File: config.mk
export PLATFORM = sky130hd
export DESIGN_NAME = clmst_top
export DESIGN_NICKNAME = d
export VERILOG_FILES = /design/src/hw/clmst_sync.v /design/src/hw/clmst_seq.v /design/src/hw/clmst_top.v
export VERILOG_INCLUDE_DIRS = /design/src /design/src/hw
export SDC_FILE = /design/constraint.sdc
export NUM_CORES = 1
export LEC_CHECK = 0
export ABC_CLOCK_PERIOD_IN_PS = 1700
export BUFFER_PORTS_ARGS = -buffer_cell sky130_fd_sc_hd__buf_2
export CAP_MARGIN = 15
export CORE_ASPECT_RATIO = 1.25
export CORE_MARGIN = 3
export CORE_UTILIZATION = 54
export DETAILED_ROUTE_END_ITERATION = 12
export PLACE_DENSITY = 0.75
export SYNTH_ARGS = -nofsm -noshare
export SYNTH_HDL_FRONTEND = slang
export SYNTH_HIERARCHICAL = 1
export SYNTH_SLANG_ARGS = --single-unit
File: constraint.sdc
create_clock -name clk -period 1.7 [get_ports clk]
set_input_delay 0.255 -clock clk [delete_from_list [all_inputs] [get_ports clk]]
set_output_delay 0.255 -clock clk [all_outputs]
set_load 0.05 [all_outputs]
File: src/hw/clmst_defines.vh
// Constants for the clock monitor and analog self-test control block.
// Notes on behaviour
// - Monitor enables only after power-on reset release
// - Monitor stays active in all normal states
// - Clock failure: standby, regulators off, core reinit, reset
// - Clock failure sets clock-lost status flag
// - Monitor recheck accepted in diagnostic or active only
// - Monitor test emulates failure; clock-lost reads set
// - Monitor test leaves oscillator frequency unchanged
// - Test checks comparators, clock monitor, trim CRC
// - Comparator test leaves monitored rails untouched
// - Test starts on power-up and reset entry
// - Controller may start test through enable bit
// - During test: supply monitoring suspended, drive enable low
// - One test run takes about 300 us
// - Running flag is one throughout a run
// - Failure in diagnostic goes safe, no MCU reset
// - Error flag latched until a later passing run
// - Failure in active sets error flag only
// - Core supply fault: reset low, drive low, standby
// - Current-limit indication reads high when rail disabled
// - Clock loss: reset low, drive low, standby
`ifndef CLMST_DEFINES_VH
`define CLMST_DEFINES_VH
`define CLMST_CLK_HZ 25000000
`define CLMST_RUN_TIME_NS 300000
`define CLMST_RUN_CYCLES ((`CLMST_RUN_TIME_NS / 1000) * (`CLMST_CLK_HZ / 1000000))
`define CLMST_MON_CYCLES 8
`define CLMST_ST_STANDBY 5'h01
`define CLMST_ST_RESET 5'h02
`define CLMST_ST_DIAG 5'h04
`define CLMST_ST_ACTIVE 5'h08
`define CLMST_ST_SAFE 5'h10
`define CLMST_STAT3_RUN_BIT 0
`define CLMST_STAT3_ERR_BIT 2
`endif

File: src/hw/clmst_sync.v
// Two-stage synchroniser for a vector of asynchronous levels.
`default_nettype none
module clmst_sync #(
  parameter WIDTH = 1
) (
  input wire clk,
  input wire resetn,
  input wire [WIDTH-1:0] async_in,
  output wire [WIDTH-1:0] sync_out
);
  reg [WIDTH-1:0] stage1_reg;
  reg [WIDTH-1:0] stage2_reg;

  always @(posedge clk or negedge resetn)
  begin
    if (!resetn)
    begin
      stage1_reg <= {WIDTH{1'b0}};
      stage2_reg <= {WIDTH{1'b0}};
    end
    else
    begin
      stage1_reg <= async_in;
      stage2_reg <= stage1_reg;
    end
  end

  assign sync_out = stage2_reg;
endmodule
`default_nettype wire

File: src/hw/clmst_seq.v
// Analog self-test sequencer: timed run over three check phases.
`include "clmst_defines.vh"
`default_nettype none
module clmst_seq #(
  parameter RUN_CYCLES = `CLMST_RUN_CYCLES
) (
  input wire clk,
  input wire resetn,
  input wire start,
  input wire voltage_monitor_check_ok,
  input wire clk_mon_toggled,
  input wire trim_crc_ok,
  output reg running_reg,
  output reg done_reg,
  output reg pass_reg,
  output wire clk_mon_test
);
  localparam [1:0] PH_VOLTAGE_MONITOR = 2'h0;
  localparam [1:0] PH_CLK = 2'h1;
  localparam [1:0] PH_CRC = 2'h2;
  localparam [31:0] PHASE_LEN = RUN_CYCLES / 3;

  reg [31:0] count_reg;
  reg [1:0] phase_reg;
  reg fail_reg;

  // The clock-monitor phase only emulates a failure; the oscillator is never touched.
  assign clk_mon_test = running_reg && (phase_reg == PH_CLK);

  always @(posedge clk or negedge resetn)
  begin
    if (!resetn)
    begin
      running_reg <= 1'b0;
      done_reg <= 1'b0;
      pass_reg <= 1'b0;
      count_reg <= 32'h00000000;
      phase_reg <= PH_VOLTAGE_MONITOR;
      fail_reg <= 1'b0;
    end
    else
    begin
      done_reg <= 1'b0;
      if (!running_reg)
      begin
        if (start)
        begin
          running_reg <= 1'b1;
          count_reg <= 32'h00000000;
          phase_reg <= PH_VOLTAGE_MONITOR;
          fail_reg <= 1'b0;
        end
      end
      else
      begin
        count_reg <= count_reg + 32'h00000001;
        if (count_reg == PHASE_LEN - 32'h00000001 || count_reg == 2 * PHASE_LEN - 32'h00000001)
        begin
          // Comparator and clock-monitor verdicts are sampled at their phase end.
          if (phase_reg == PH_VOLTAGE_MONITOR)
            fail_reg <= fail_reg | ~voltage_monitor_check_ok;
          else
            fail_reg <= fail_reg | ~clk_mon_toggled;
          phase_reg <= phase_reg + 2'h1;
        end
        if (count_reg == RUN_CYCLES - 1)
        begin
          running_reg <= 1'b0;
          done_reg <= 1'b1;
          pass_reg <= ~(fail_reg | ~trim_crc_ok);
        end
      end
    end
  end
endmodule
`default_nettype wire

File: src/hw/clmst_top.v
// Top level of the clock-loss monitor and analog self-test control block.
`include "clmst_defines.vh"
`default_nettype none
module clmst_top #(
  parameter RUN_CYCLES = `CLMST_RUN_CYCLES,
  parameter MON_CYCLES = `CLMST_MON_CYCLES
) (
  input wire clk,
  input wire resetn,
  input wire power_on_reset_n,
  input wire osc_fail,
  input wire core_supply_undervolt_n,
  input wire core_supply_overvolt,
  input wire supply_fault,
  input wire voltage_monitor_check_ok,
  input wire trim_crc_ok,
  input wire can_rail_current_limit,
  input wire can_rail_enable,
  input wire analog_test_enable,
  input wire go_active,
  input wire go_diag,
  input wire enter_reset,
  input wire reset_done,
  output reg [4:0] state_reg,
  output reg mcu_reset_n,
  output reg drive_enable_out,
  output reg regulators_enable,
  output reg core_reinit,
  output reg clock_lost_flag,
  output reg analog_test_running,
  output reg analog_test_error,
  output reg supply_monitor_enable,
  output reg clock_monitor_enable,
  output reg can_rail_cl_observed,
  output wire clk_mon_test
);
  // ----------------------------------------------------------------
  // Input synchronisation
  // ----------------------------------------------------------------
  wire [8:0] sync_vec;
  clmst_sync #(
    .WIDTH(9)
  ) u_sync (
    .clk(clk),
    .resetn(resetn),
    .async_in({power_on_reset_n, osc_fail, core_supply_undervolt_n, core_supply_overvolt,
      supply_fault, voltage_monitor_check_ok, trim_crc_ok, can_rail_current_limit, can_rail_enable}),
    .sync_out(sync_vec)
  );
  wire por_n_s = sync_vec[8];
  wire osc_fail_s = sync_vec[7];
  wire uv_n_s = sync_vec[6];
  wire ov_s = sync_vec[5];
  wire sup_fault_s = sync_vec[4];
  wire voltage_monitor_ok_s = sync_vec[3];
  wire crc_ok_s = sync_vec[2];
  wire cl_s = sync_vec[1];
  wire en_s = sync_vec[0];

  // ----------------------------------------------------------------
  // Clock-loss monitor
  // ----------------------------------------------------------------
  reg por_seen_reg;
  reg osc_prev_reg;
  reg [3:0] mon_cnt_reg;
  reg mon_toggled_reg;
  reg [2:0] mon_mask_reg;
  wire seq_running;
  wire seq_done;
  wire seq_pass;
  // The emulated failure still drains out of the synchroniser after the test ends, so it stays masked.
  wire clock_loss = clock_monitor_enable && osc_fail_s && !clk_mon_test && !(|mon_mask_reg);

  always @(posedge clk or negedge resetn)
  begin
    if (!resetn)
    begin
      por_seen_reg <= 1'b0;
      clock_monitor_enable <= 1'b0;
      osc_prev_reg <= 1'b0;
      mon_cnt_reg <= 4'h0;
      mon_toggled_reg <= 1'b0;
      mon_mask_reg <= 3'h0;
    end
    else
    begin
      por_seen_reg <= por_n_s;
      mon_mask_reg <= {mon_mask_reg[1:0], clk_mon_test};
      // Enabled once the power-on reset is released and kept on in every state.
      clock_monitor_enable <= por_seen_reg;
      osc_prev_reg <= osc_fail_s;
      if (!clk_mon_test)
      begin
        mon_cnt_reg <= 4'h0;
        mon_toggled_reg <= 1'b0;
      end
      else if (osc_fail_s != osc_prev_reg)
      begin
        // Emulated failure must toggle the monitor output often enough.
        if (mon_cnt_reg == MON_CYCLES[3:0] - 4'h1)
          mon_toggled_reg <= 1'b1;
        else
          mon_cnt_reg <= mon_cnt_reg + 4'h1;
      end
    end
  end

  // ----------------------------------------------------------------
  // Self-test request and sequencer
  // ----------------------------------------------------------------
  reg en_prev_reg;
  reg start_reg;
  wire in_diag_or_active = (state_reg == `CLMST_ST_DIAG) || (state_reg == `CLMST_ST_ACTIVE);
  wire mcu_req = analog_test_enable && !en_prev_reg && in_diag_or_active;
  reg [4:0] state_next;
  // Every entry into the reset state starts a run, whatever caused it, unless a run is already in progress.
  wire reset_entry = (state_reg != `CLMST_ST_RESET) && (state_next == `CLMST_ST_RESET);
  wire power_up = por_seen_reg && !clock_monitor_enable;

  always @(posedge clk or negedge resetn)
  begin
    if (!resetn)
    begin
      en_prev_reg <= 1'b0;
      start_reg <= 1'b0;
    end
    else
    begin
      en_prev_reg <= analog_test_enable;
      // Requests during a run are dropped, never restart it.
      start_reg <= (mcu_req || reset_entry || power_up) && !seq_running && !start_reg;
    end
  end

  clmst_seq #(
    .RUN_CYCLES(RUN_CYCLES)
  ) u_seq (
    .clk(clk),
    .resetn(resetn),
    .start(start_reg),
    .voltage_monitor_check_ok(voltage_monitor_ok_s),
    .clk_mon_toggled(mon_toggled_reg),
    .trim_crc_ok(crc_ok_s),
    .running_reg(seq_running),
    .done_reg(seq_done),
    .pass_reg(seq_pass),
    .clk_mon_test(clk_mon_test)
  );

  // ----------------------------------------------------------------
  // Device state
  // ----------------------------------------------------------------
  wire core_fault = !uv_n_s || ov_s;
  wire sup_fault_live = sup_fault_s && !seq_running;

  always @*
  begin
    state_next = state_reg;
    case (state_reg)
      `CLMST_ST_STANDBY:
        if (por_seen_reg && !core_fault)
          state_next = `CLMST_ST_RESET;
      `CLMST_ST_RESET:
        if (reset_done && !seq_running)
          state_next = `CLMST_ST_DIAG;
      `CLMST_ST_DIAG:
        if (seq_done && !seq_pass)
          state_next = `CLMST_ST_SAFE;
        else if (go_active && !seq_running)
          state_next = `CLMST_ST_ACTIVE;
      `CLMST_ST_ACTIVE:
        // A failed run here changes no state.
        if (enter_reset || sup_fault_live)
          state_next = `CLMST_ST_RESET;
      `CLMST_ST_SAFE:
        if (go_diag)
          state_next = `CLMST_ST_DIAG;
      default:
        state_next = `CLMST_ST_STANDBY;
    endcase
    if ((state_reg != `CLMST_ST_STANDBY) && enter_reset && state_next != `CLMST_ST_ACTIVE)
      state_next = `CLMST_ST_RESET;
    if (clock_loss || core_fault)
      state_next = `CLMST_ST_STANDBY;
  end

  always @(posedge clk or negedge resetn)
  begin
    if (!resetn)
      state_reg <= `CLMST_ST_STANDBY;
    else
      state_reg <= state_next;
  end

  // ----------------------------------------------------------------
  // Outputs and status flags
  // ----------------------------------------------------------------
  always @(posedge clk or negedge resetn)
  begin
    if (!resetn)
    begin
      mcu_reset_n <= 1'b0;
      drive_enable_out <= 1'b0;
      regulators_enable <= 1'b0;
      core_reinit <= 1'b0;
      clock_lost_flag <= 1'b0;
      analog_test_running <= 1'b0;
      analog_test_error <= 1'b0;
      supply_monitor_enable <= 1'b0;
      can_rail_cl_observed <= 1'b1;
    end
    else
    begin
      // Reset stays released through a safe-state entry after a failed run.
      mcu_reset_n <= !(clock_loss || core_fault) &&
        (state_next != `CLMST_ST_STANDBY) && (state_next != `CLMST_ST_RESET);
      drive_enable_out <= !(clock_loss || core_fault) && (state_next == `CLMST_ST_ACTIVE) &&
        !seq_running && !start_reg;
      regulators_enable <= !clock_loss && (state_next != `CLMST_ST_STANDBY);
      core_reinit <= clock_loss;
      supply_monitor_enable <= !seq_running && !start_reg;
      analog_test_running <= seq_running;
      if (clock_loss || clk_mon_test)
        clock_lost_flag <= 1'b1;
      else if (state_reg == `CLMST_ST_RESET)
        clock_lost_flag <= 1'b0;
      if (seq_done)
        analog_test_error <= !seq_pass;
      can_rail_cl_observed <= en_s ? cl_s : 1'b1;
    end
  end
endmodule
`default_nettype wire

==> results of run 1 <==
[worst min path at each step]
stage                  startpoint           endpoint  slack [ns]  depth (start not counted)
3_5_place_dp               resetn        en_prev_reg        0.23                          1
3_3_place_gp               resetn        en_prev_reg        0.22                          1
6_report       analog_test_enable        en_prev_reg        0.02                          1
2_1_floorplan              resetn  analog_test_error       -0.04                          0
4_1_cts        analog_test_enable        en_prev_reg      0.0005                          1
5_1_grt        analog_test_enable        en_prev_reg      0.0006                          1
[metal layers]
metal	share of wire [%]	up-vias	GRT usage, %	wire length (um)
li1	-	1450	-	-
met1	41	1468	26.9	3490
met2	53	66	38.6	4560
met3	3.8	19	3.49	324
met4	1.7	0	11.1	149
met5	0	-	0	0
[Yosys cell counts (3+ instances only)]
cell type	number
nor2b_1	9
clkbuf_1	6
nor3_1	6
inv_1	8
mux2i_1	26
and3_1	6
dfrtp_1	81
o21ai_0	10
and4_1	3
a21oi_1	5
buf_2	5
nand2b_1	5
nand2_1	42
nor2_1	16
or4_1	3
ha_1	4
nand3_1	20
buf_6	3
xnor2_1	4
and2_1	5
o211ai_1	4
nor4_4	3
nor4_1	4
a31oi_1	3
nand4_1	14
nor3b_2	3
[per-stage QoR]
stage | instances | hold slack, ns
global route | 536 | 0.000628
floorplan | 347 | -0.0406
CTS | 526 | 0.000458
finish | 536 | 0.0175
global placement | 489 | 0.220
detailed placement | 489 | 0.233
[area by class of cell]
type	instances	area (um2)	share of cell area (%)
clock inverter	5	36.3	0.732
sequential	83	2090	42.1
clock buffer	11	141	2.85
inverter	8	30.0	0.606
timing repair buffer	102	785	15.8
multi-input combinational	240	1770	35.7
tap	87	109	2.20
[kinds of logic (layout without fill, tap and decap cells)]
| kind of cell | after synthesis | count (layout) | share of synthesized area (%) |
|---|---|---|---|
| and+or+nand+nor | 165 | 165 | 26.5 |
| muxes | 28 | 28 | 7.40 |
| AOI/OAI and AO/OA | 37 | 37 | 6.50 |
| DFF | 83 | 83 | 53.7 |
| xor gates and xnor gates | 6 | 6 | 1.36 |
| buffers and inverters | 24 | 126 | 3.26 |
| adders and majority gates | 4 | 4 | 1.29 |
[power breakdown]
group	switching (mW)	internal (mW)
registers	0.0992	2.08
clock network	0.697	0.579
logic	0.371	0.397
[what timing repair did]
| item | CTS | global route |
|---|---|---|
| setup endpoints to repair | 16 | 32 |
| cloned | 0 | 1 |
| buffers inserted | 11 | 10 |
| hold buffers | 10 | 0 |
| resized for setup | 13 | 22 |
| hold endpoints to repair | 37 | 0 |
| pin swaps | 5 | 9 |
==> impl_metrics.env, run 1 <==
export IMPL_path_class="reg2reg"
export IMPL_clockBufferDepth=2
export IMPL_fp_dieW_um=81.7
export IMPL_num_vias=3003
export IMPL_maxSlewViolCount=0
export IMPL_path_buf_inv=0
export IMPL_synth_area_per_cell_um2=11.2
export IMPL_vdd_drop_max_uv=759
export IMPL_synth_net_count=367
export IMPL_endpoint="u_seq/pass_reg"
export IMPL_routabilityCongestion=0.898
export IMPL_p_per_area_nw_per_um2=851
export IMPL_htree_levels=3
export IMPL_dr_pass1_iters=4
export IMPL_fin_crit_sh_pct=108
export IMPL_port_buffers=31
export IMPL_synth_top_area_share_pct=52.4
export IMPL_synth_warnings=6
export IMPL_num_io_pins=32
export IMPL_netlist_instances=347
export IMPL_dr_first_iter_drc_count=240
export IMPL_reg2reg_depth=4
export IMPL_grt_first_pass_wirelength_mm=14.1
export IMPL_async_flop_share_pct=100
export IMPL_yosysUniqueCellTypes=65
export IMPL_grt_use_total_pct=22.5
export IMPL_vias_per_cell=5.60
export IMPL_min_period_ns=1.84
export IMPL_rsz0062_at_grt="yes"
export IMPL_mostFrequentLayoutCells="dfrtp_1, buf_4, nand2_1"
export IMPL_start_kind="flip-flop"
export IMPL_antenna_left=0
export IMPL_wl_per_cell_um=15.9
export IMPL_p_leak_nw=2.40
export IMPL_dp_slack_ns=-0.126
export IMPL_fin_util_pct=73.2
export IMPL_grt_overflow=0
export IMPL_tightestPinTransition_ns=0.503
export IMPL_wl_mm=8.53
export IMPL_clkTransAtPathRegs_ns=0.09
export IMPL_yosysTopAreaCell="dfrtp_1"
export IMPL_cp_end_kind="flip-flop"
export IMPL_drc_errors=0
export IMPL_synth_seq_cells=83
export IMPL_chipHeight_um=101
export IMPL_r2r_slack_ns=-0.14
export IMPL_fin_setup_tns_ns=-0.258
export IMPL_nets=464
export IMPL_crit_fanout=3
export IMPL_cts_buffers=9
export IMPL_crit_reg2reg_launch="u_seq/count_reg[4]"
export IMPL_fmax_ghz=0.542
export IMPL_crit_start="u_seq/count_reg[4]"
export IMPL_grt_pass1_vias=3099
export IMPL_max_slew_margin_pct=66.3
export IMPL_clk_insertion_delay_late_ns=0.35
export IMPL_clock_root_buffer="clkbuf_8"
export IMPL_failed_checks="setup timing"
export IMPL_r2r_end="u_seq/pass_reg"
export IMPL_largest_reg_flops=32
export IMPL_cap_violations=0
export IMPL_critPathTopFamily="simple AND/OR/NAND/NOR gates"
export IMPL_path_cells="or4_4, nor4_4, and3_4, mux2_4"
export IMPL_hold_viol=0
export IMPL_hold_path_class="in2reg"
export IMPL_nFillCells=477
export IMPL_fin_area_um2=4960
export IMPL_core_um2=6770
export IMPL_cts_tree="built"
export IMPL_placed_cell_area_um2=4400
export IMPL_grt_antenna_before_repair=0
export IMPL_cp_depth=4
export IMPL_ys_flop_type="dfrtp_1"
export IMPL_cp_slowest_cell="or4_4"
export IMPL_syn_area_um2=3870
export IMPL_dieArea_um2=8230
export IMPL_setup_slack_ns=-0.143
export IMPL_n_antenna_cell=0
export IMPL_setup_violations=5
export IMPL_layout_commonest_cell="dfrtp_1"
export IMPL_power_mw=4.22
export IMPL_synthTopCellsByArea="dfrtp_1, mux2i_1, nand2_1"
export IMPL_synth_enable_flop_cells=0
export IMPL_slowest_delay_ns=0.54
export IMPL_layout_area_overhead_vs_synth_pct=28.1
export IMPL_dp_hpwl_mm=5.54
export IMPL_outcome="complete, but fails checks"
export IMPL_grt_max_degree=36
export IMPL_row_count=33
export IMPL_required_ns=1.94
export IMPL_initial_utilization_pct=57.2
export IMPL_critPathArrivalTime_ns=2.08
export IMPL_finalClockSkew_ns=0.0113
export IMPL_drive_gt1_share_pct=33.6
export IMPL_yosysSeqAreaShare_pct=53.7
export IMPL_clock_sinks=83
No activity file was read; power rests on OpenSTA's default activity.
==> inputs of run 2 (changes only) <==
REMOVE_ABC_BUFFERS = 1   (was unset)
==> run 2 against run 1 <==
Net effect: the flow still finishes with violations (setup timing); clock skew up 0.0012 ns; sequential share of layout area up 0.34 points; register-to-register slack barely moved; largest cell class unchanged; global-route usage decreased by 1.6 points; die area stayed put; design area decreased by 1.0%; first-iteration DRC count is 20% lower; clock-buffer cell count rose by 1; largest power group unchanged; cell count fell by 0.93%.
==> impl_metrics.env, run 2 (synthesized netlist as in run 1, its figures left out) <==
export IMPL_finalClockSkew_ns=0.0125
export IMPL_port_buffers=31
export IMPL_num_io_pins=32
export IMPL_slowest_delay_ns=0.56
export IMPL_fp_dieW_um=81.7
export IMPL_layout_commonest_cell="dfrtp_1"
export IMPL_clock_sinks=83
export IMPL_htree_levels=3
export IMPL_start_kind="flip-flop"
export IMPL_grt_first_pass_wirelength_mm=13.3
export IMPL_fmax_ghz=0.545
export IMPL_whs_path_depth=3
export IMPL_fin_crit_sh_pct=108
export IMPL_core_um2=6770
export IMPL_post_place_cells=494
export IMPL_r2r_end="u_seq/pass_reg"
export IMPL_layout_area_overhead_vs_synth_pct=26.8
export IMPL_dieArea_um2=8230
export IMPL_clockBufferDepth=2
export IMPL_n_antenna_cell=0
export IMPL_p_per_area_nw_per_um2=853
export IMPL_cp_end_kind="flip-flop"
export IMPL_routabilityCongestion=0.886
export IMPL_fin_setup_tns_ns=-0.338
export IMPL_dr_pass1_iters=4
export IMPL_dp_hpwl_mm=5.34
export IMPL_crit_fanout=2
export IMPL_hold_viol=0
export IMPL_path_buf_inv=0
export IMPL_row_count=33
export IMPL_rsz0062_at_grt="yes"
export IMPL_reg2reg_depth=4
export IMPL_required_ns=1.94
export IMPL_grt_antenna_before_repair=0
export IMPL_outcome="complete, but fails checks"
export IMPL_num_vias=3009
export IMPL_chipHeight_um=101
export IMPL_grt_pass1_vias=2901
export IMPL_p_leak_nw=2.38
export IMPL_r2r_slack_ns=-0.13
export IMPL_cts_buffers=9
export IMPL_grt_use_total_pct=20.9
export IMPL_cts_tree="built"
export IMPL_power_mw=4.19
export IMPL_dr_first_iter_drc_count=193
export IMPL_setup_slack_ns=-0.135
export IMPL_nets=459
export IMPL_min_period_ns=1.83
export IMPL_grt_overflow=0
export IMPL_fin_util_pct=72.5
export IMPL_setup_violations=4
export IMPL_path_cells="or4_4, nor4_4, and3_4, mux2_4"
export IMPL_max_slew_margin_pct=61.3
export IMPL_cap_violations=0
export IMPL_final_cells=531
export IMPL_grt_max_degree=46
export IMPL_vdd_drop_max_uv=569
export IMPL_antenna_left=0
export IMPL_clkTransAtPathRegs_ns=0.09
export IMPL_dp_slack_ns=-0.122
export IMPL_mostFrequentLayoutCells="dfrtp_1, buf_4, nand2_1"
export IMPL_path_class="reg2reg"
export IMPL_vias_per_cell=5.67
export IMPL_initial_utilization_pct=57.2
export IMPL_drive_gt1_share_pct=32.7
export IMPL_cp_slowest_cell="or4_4"
export IMPL_clock_root_buffer="clkbuf_8"
export IMPL_failed_checks="setup timing"
export IMPL_min_from="enter_reset"
export IMPL_critPathTopFamily="simple AND/OR/NAND/NOR gates"
export IMPL_drc_errors=0
export IMPL_wl_per_cell_um=15.2
export IMPL_timing_hold_worst_endpoint="state_reg[0]"
export IMPL_tightestPinTransition_ns=0.581
export IMPL_crit_reg2reg_launch="u_seq/count_reg[9]"
export IMPL_largest_reg_flops=32
export IMPL_hold_path_class="in2reg"
export IMPL_maxSlewViolCount=0
export IMPL_clk_insertion_delay_late_ns=0.35
export IMPL_wl_mm=8.05
export IMPL_critPathArrivalTime_ns=2.08
export IMPL_nFillCells=493
[run 2: changes by cell type in the layout (fill, tap and decap cells not counted), sizes merged]
| cell | previous run | this run |
|---|---|---|
| dlygate4sd3 | 10 | 11 |
| clkbuf | 11 | 12 |
| buf | 92 | 86 |
| clkinv | 3 | 2 |
[run 2: how the worst max path moves through the flow]
| stage | end | cells after the start | start | slack, ns |
|---|---|---|---|---|
| floorplan | mcu_reset_n | 6 | u_seq/running_reg | -0.52 |
| global placement | u_seq/pass_reg | 4 | u_seq/count_reg[15] | -0.1 |
| detailed placement | u_seq/pass_reg | 4 | u_seq/count_reg[9] | -0.12 |
| CTS | u_seq/pass_reg | 4 | u_seq/count_reg[2] | -0.12 |
| global route | u_seq/pass_reg | 4 | u_seq/count_reg[9] | -0.17 |
| finish | u_seq/pass_reg | 4 | u_seq/count_reg[9] | -0.13 |
[run 2: what timing repair did]
action                                  CTS  global route
buffers inserted                          3             8
gates resized for setup                   8            26
endpoints found under the setup margin    7            30
hold buffers                             11             0
gates cloned                              0             1
hold endpoints to repair                 51             0
pin swaps                                 8            12
[run 2: per-layer routing]
| layer | wire, um | up-vias | global-route usage (%) |
|---|---|---|---|
| met5 | 0 | - | 0 |
| met4 | 104 | 0 | 6.91 |
| met3 | 300 | 11 | 3.94 |
| met2 | 4160 | 83 | 34.2 |
| met1 | 3490 | 1478 | 27.8 |
| li1 | - | 1437 | - |
[run 2: where the power goes]
part,leakage [nW],internal (mW),switching [mW]
logic,1.21,0.347,0.371
clock network,0.0974,0.622,0.714
registers,1.08,2.07,0.0647
total,2.38,3.04,1.15
[run 2: layout make-up]
cell class / instances / area (um2) / area share (%)
multi-input cells: 240 / 1770 / 36.0
inverters: 8 / 30.0 / 0.612
flip-flops and latches: 83 / 2080 / 42.4
repair buffers: 97 / 734 / 15.0
well taps: 87 / 109 / 2.22
clock buffers: 12 / 155 / 3.16
clock inverters: 4 / 31.3 / 0.637
[run 2: worst reg2reg max path, stage by stage (launching register included)]
cell     delay, ns
dfrtp_1       0.39
or4_4         0.56
nor4_4        0.27
and3_4        0.22
mux2_4        0.29
[run 2: stage by stage]
| step | hold slack, ns | cell area, um2 |
|---|---|---|
| global placement | 0.291 | 4400 |
| global route | 0.223 | 4910 |
| floorplan | -0.0406 | 3770 |
| detailed placement | 0.304 | 4400 |
| finish | 0.222 | 4910 |
| CTS | 0.203 | 4750 |
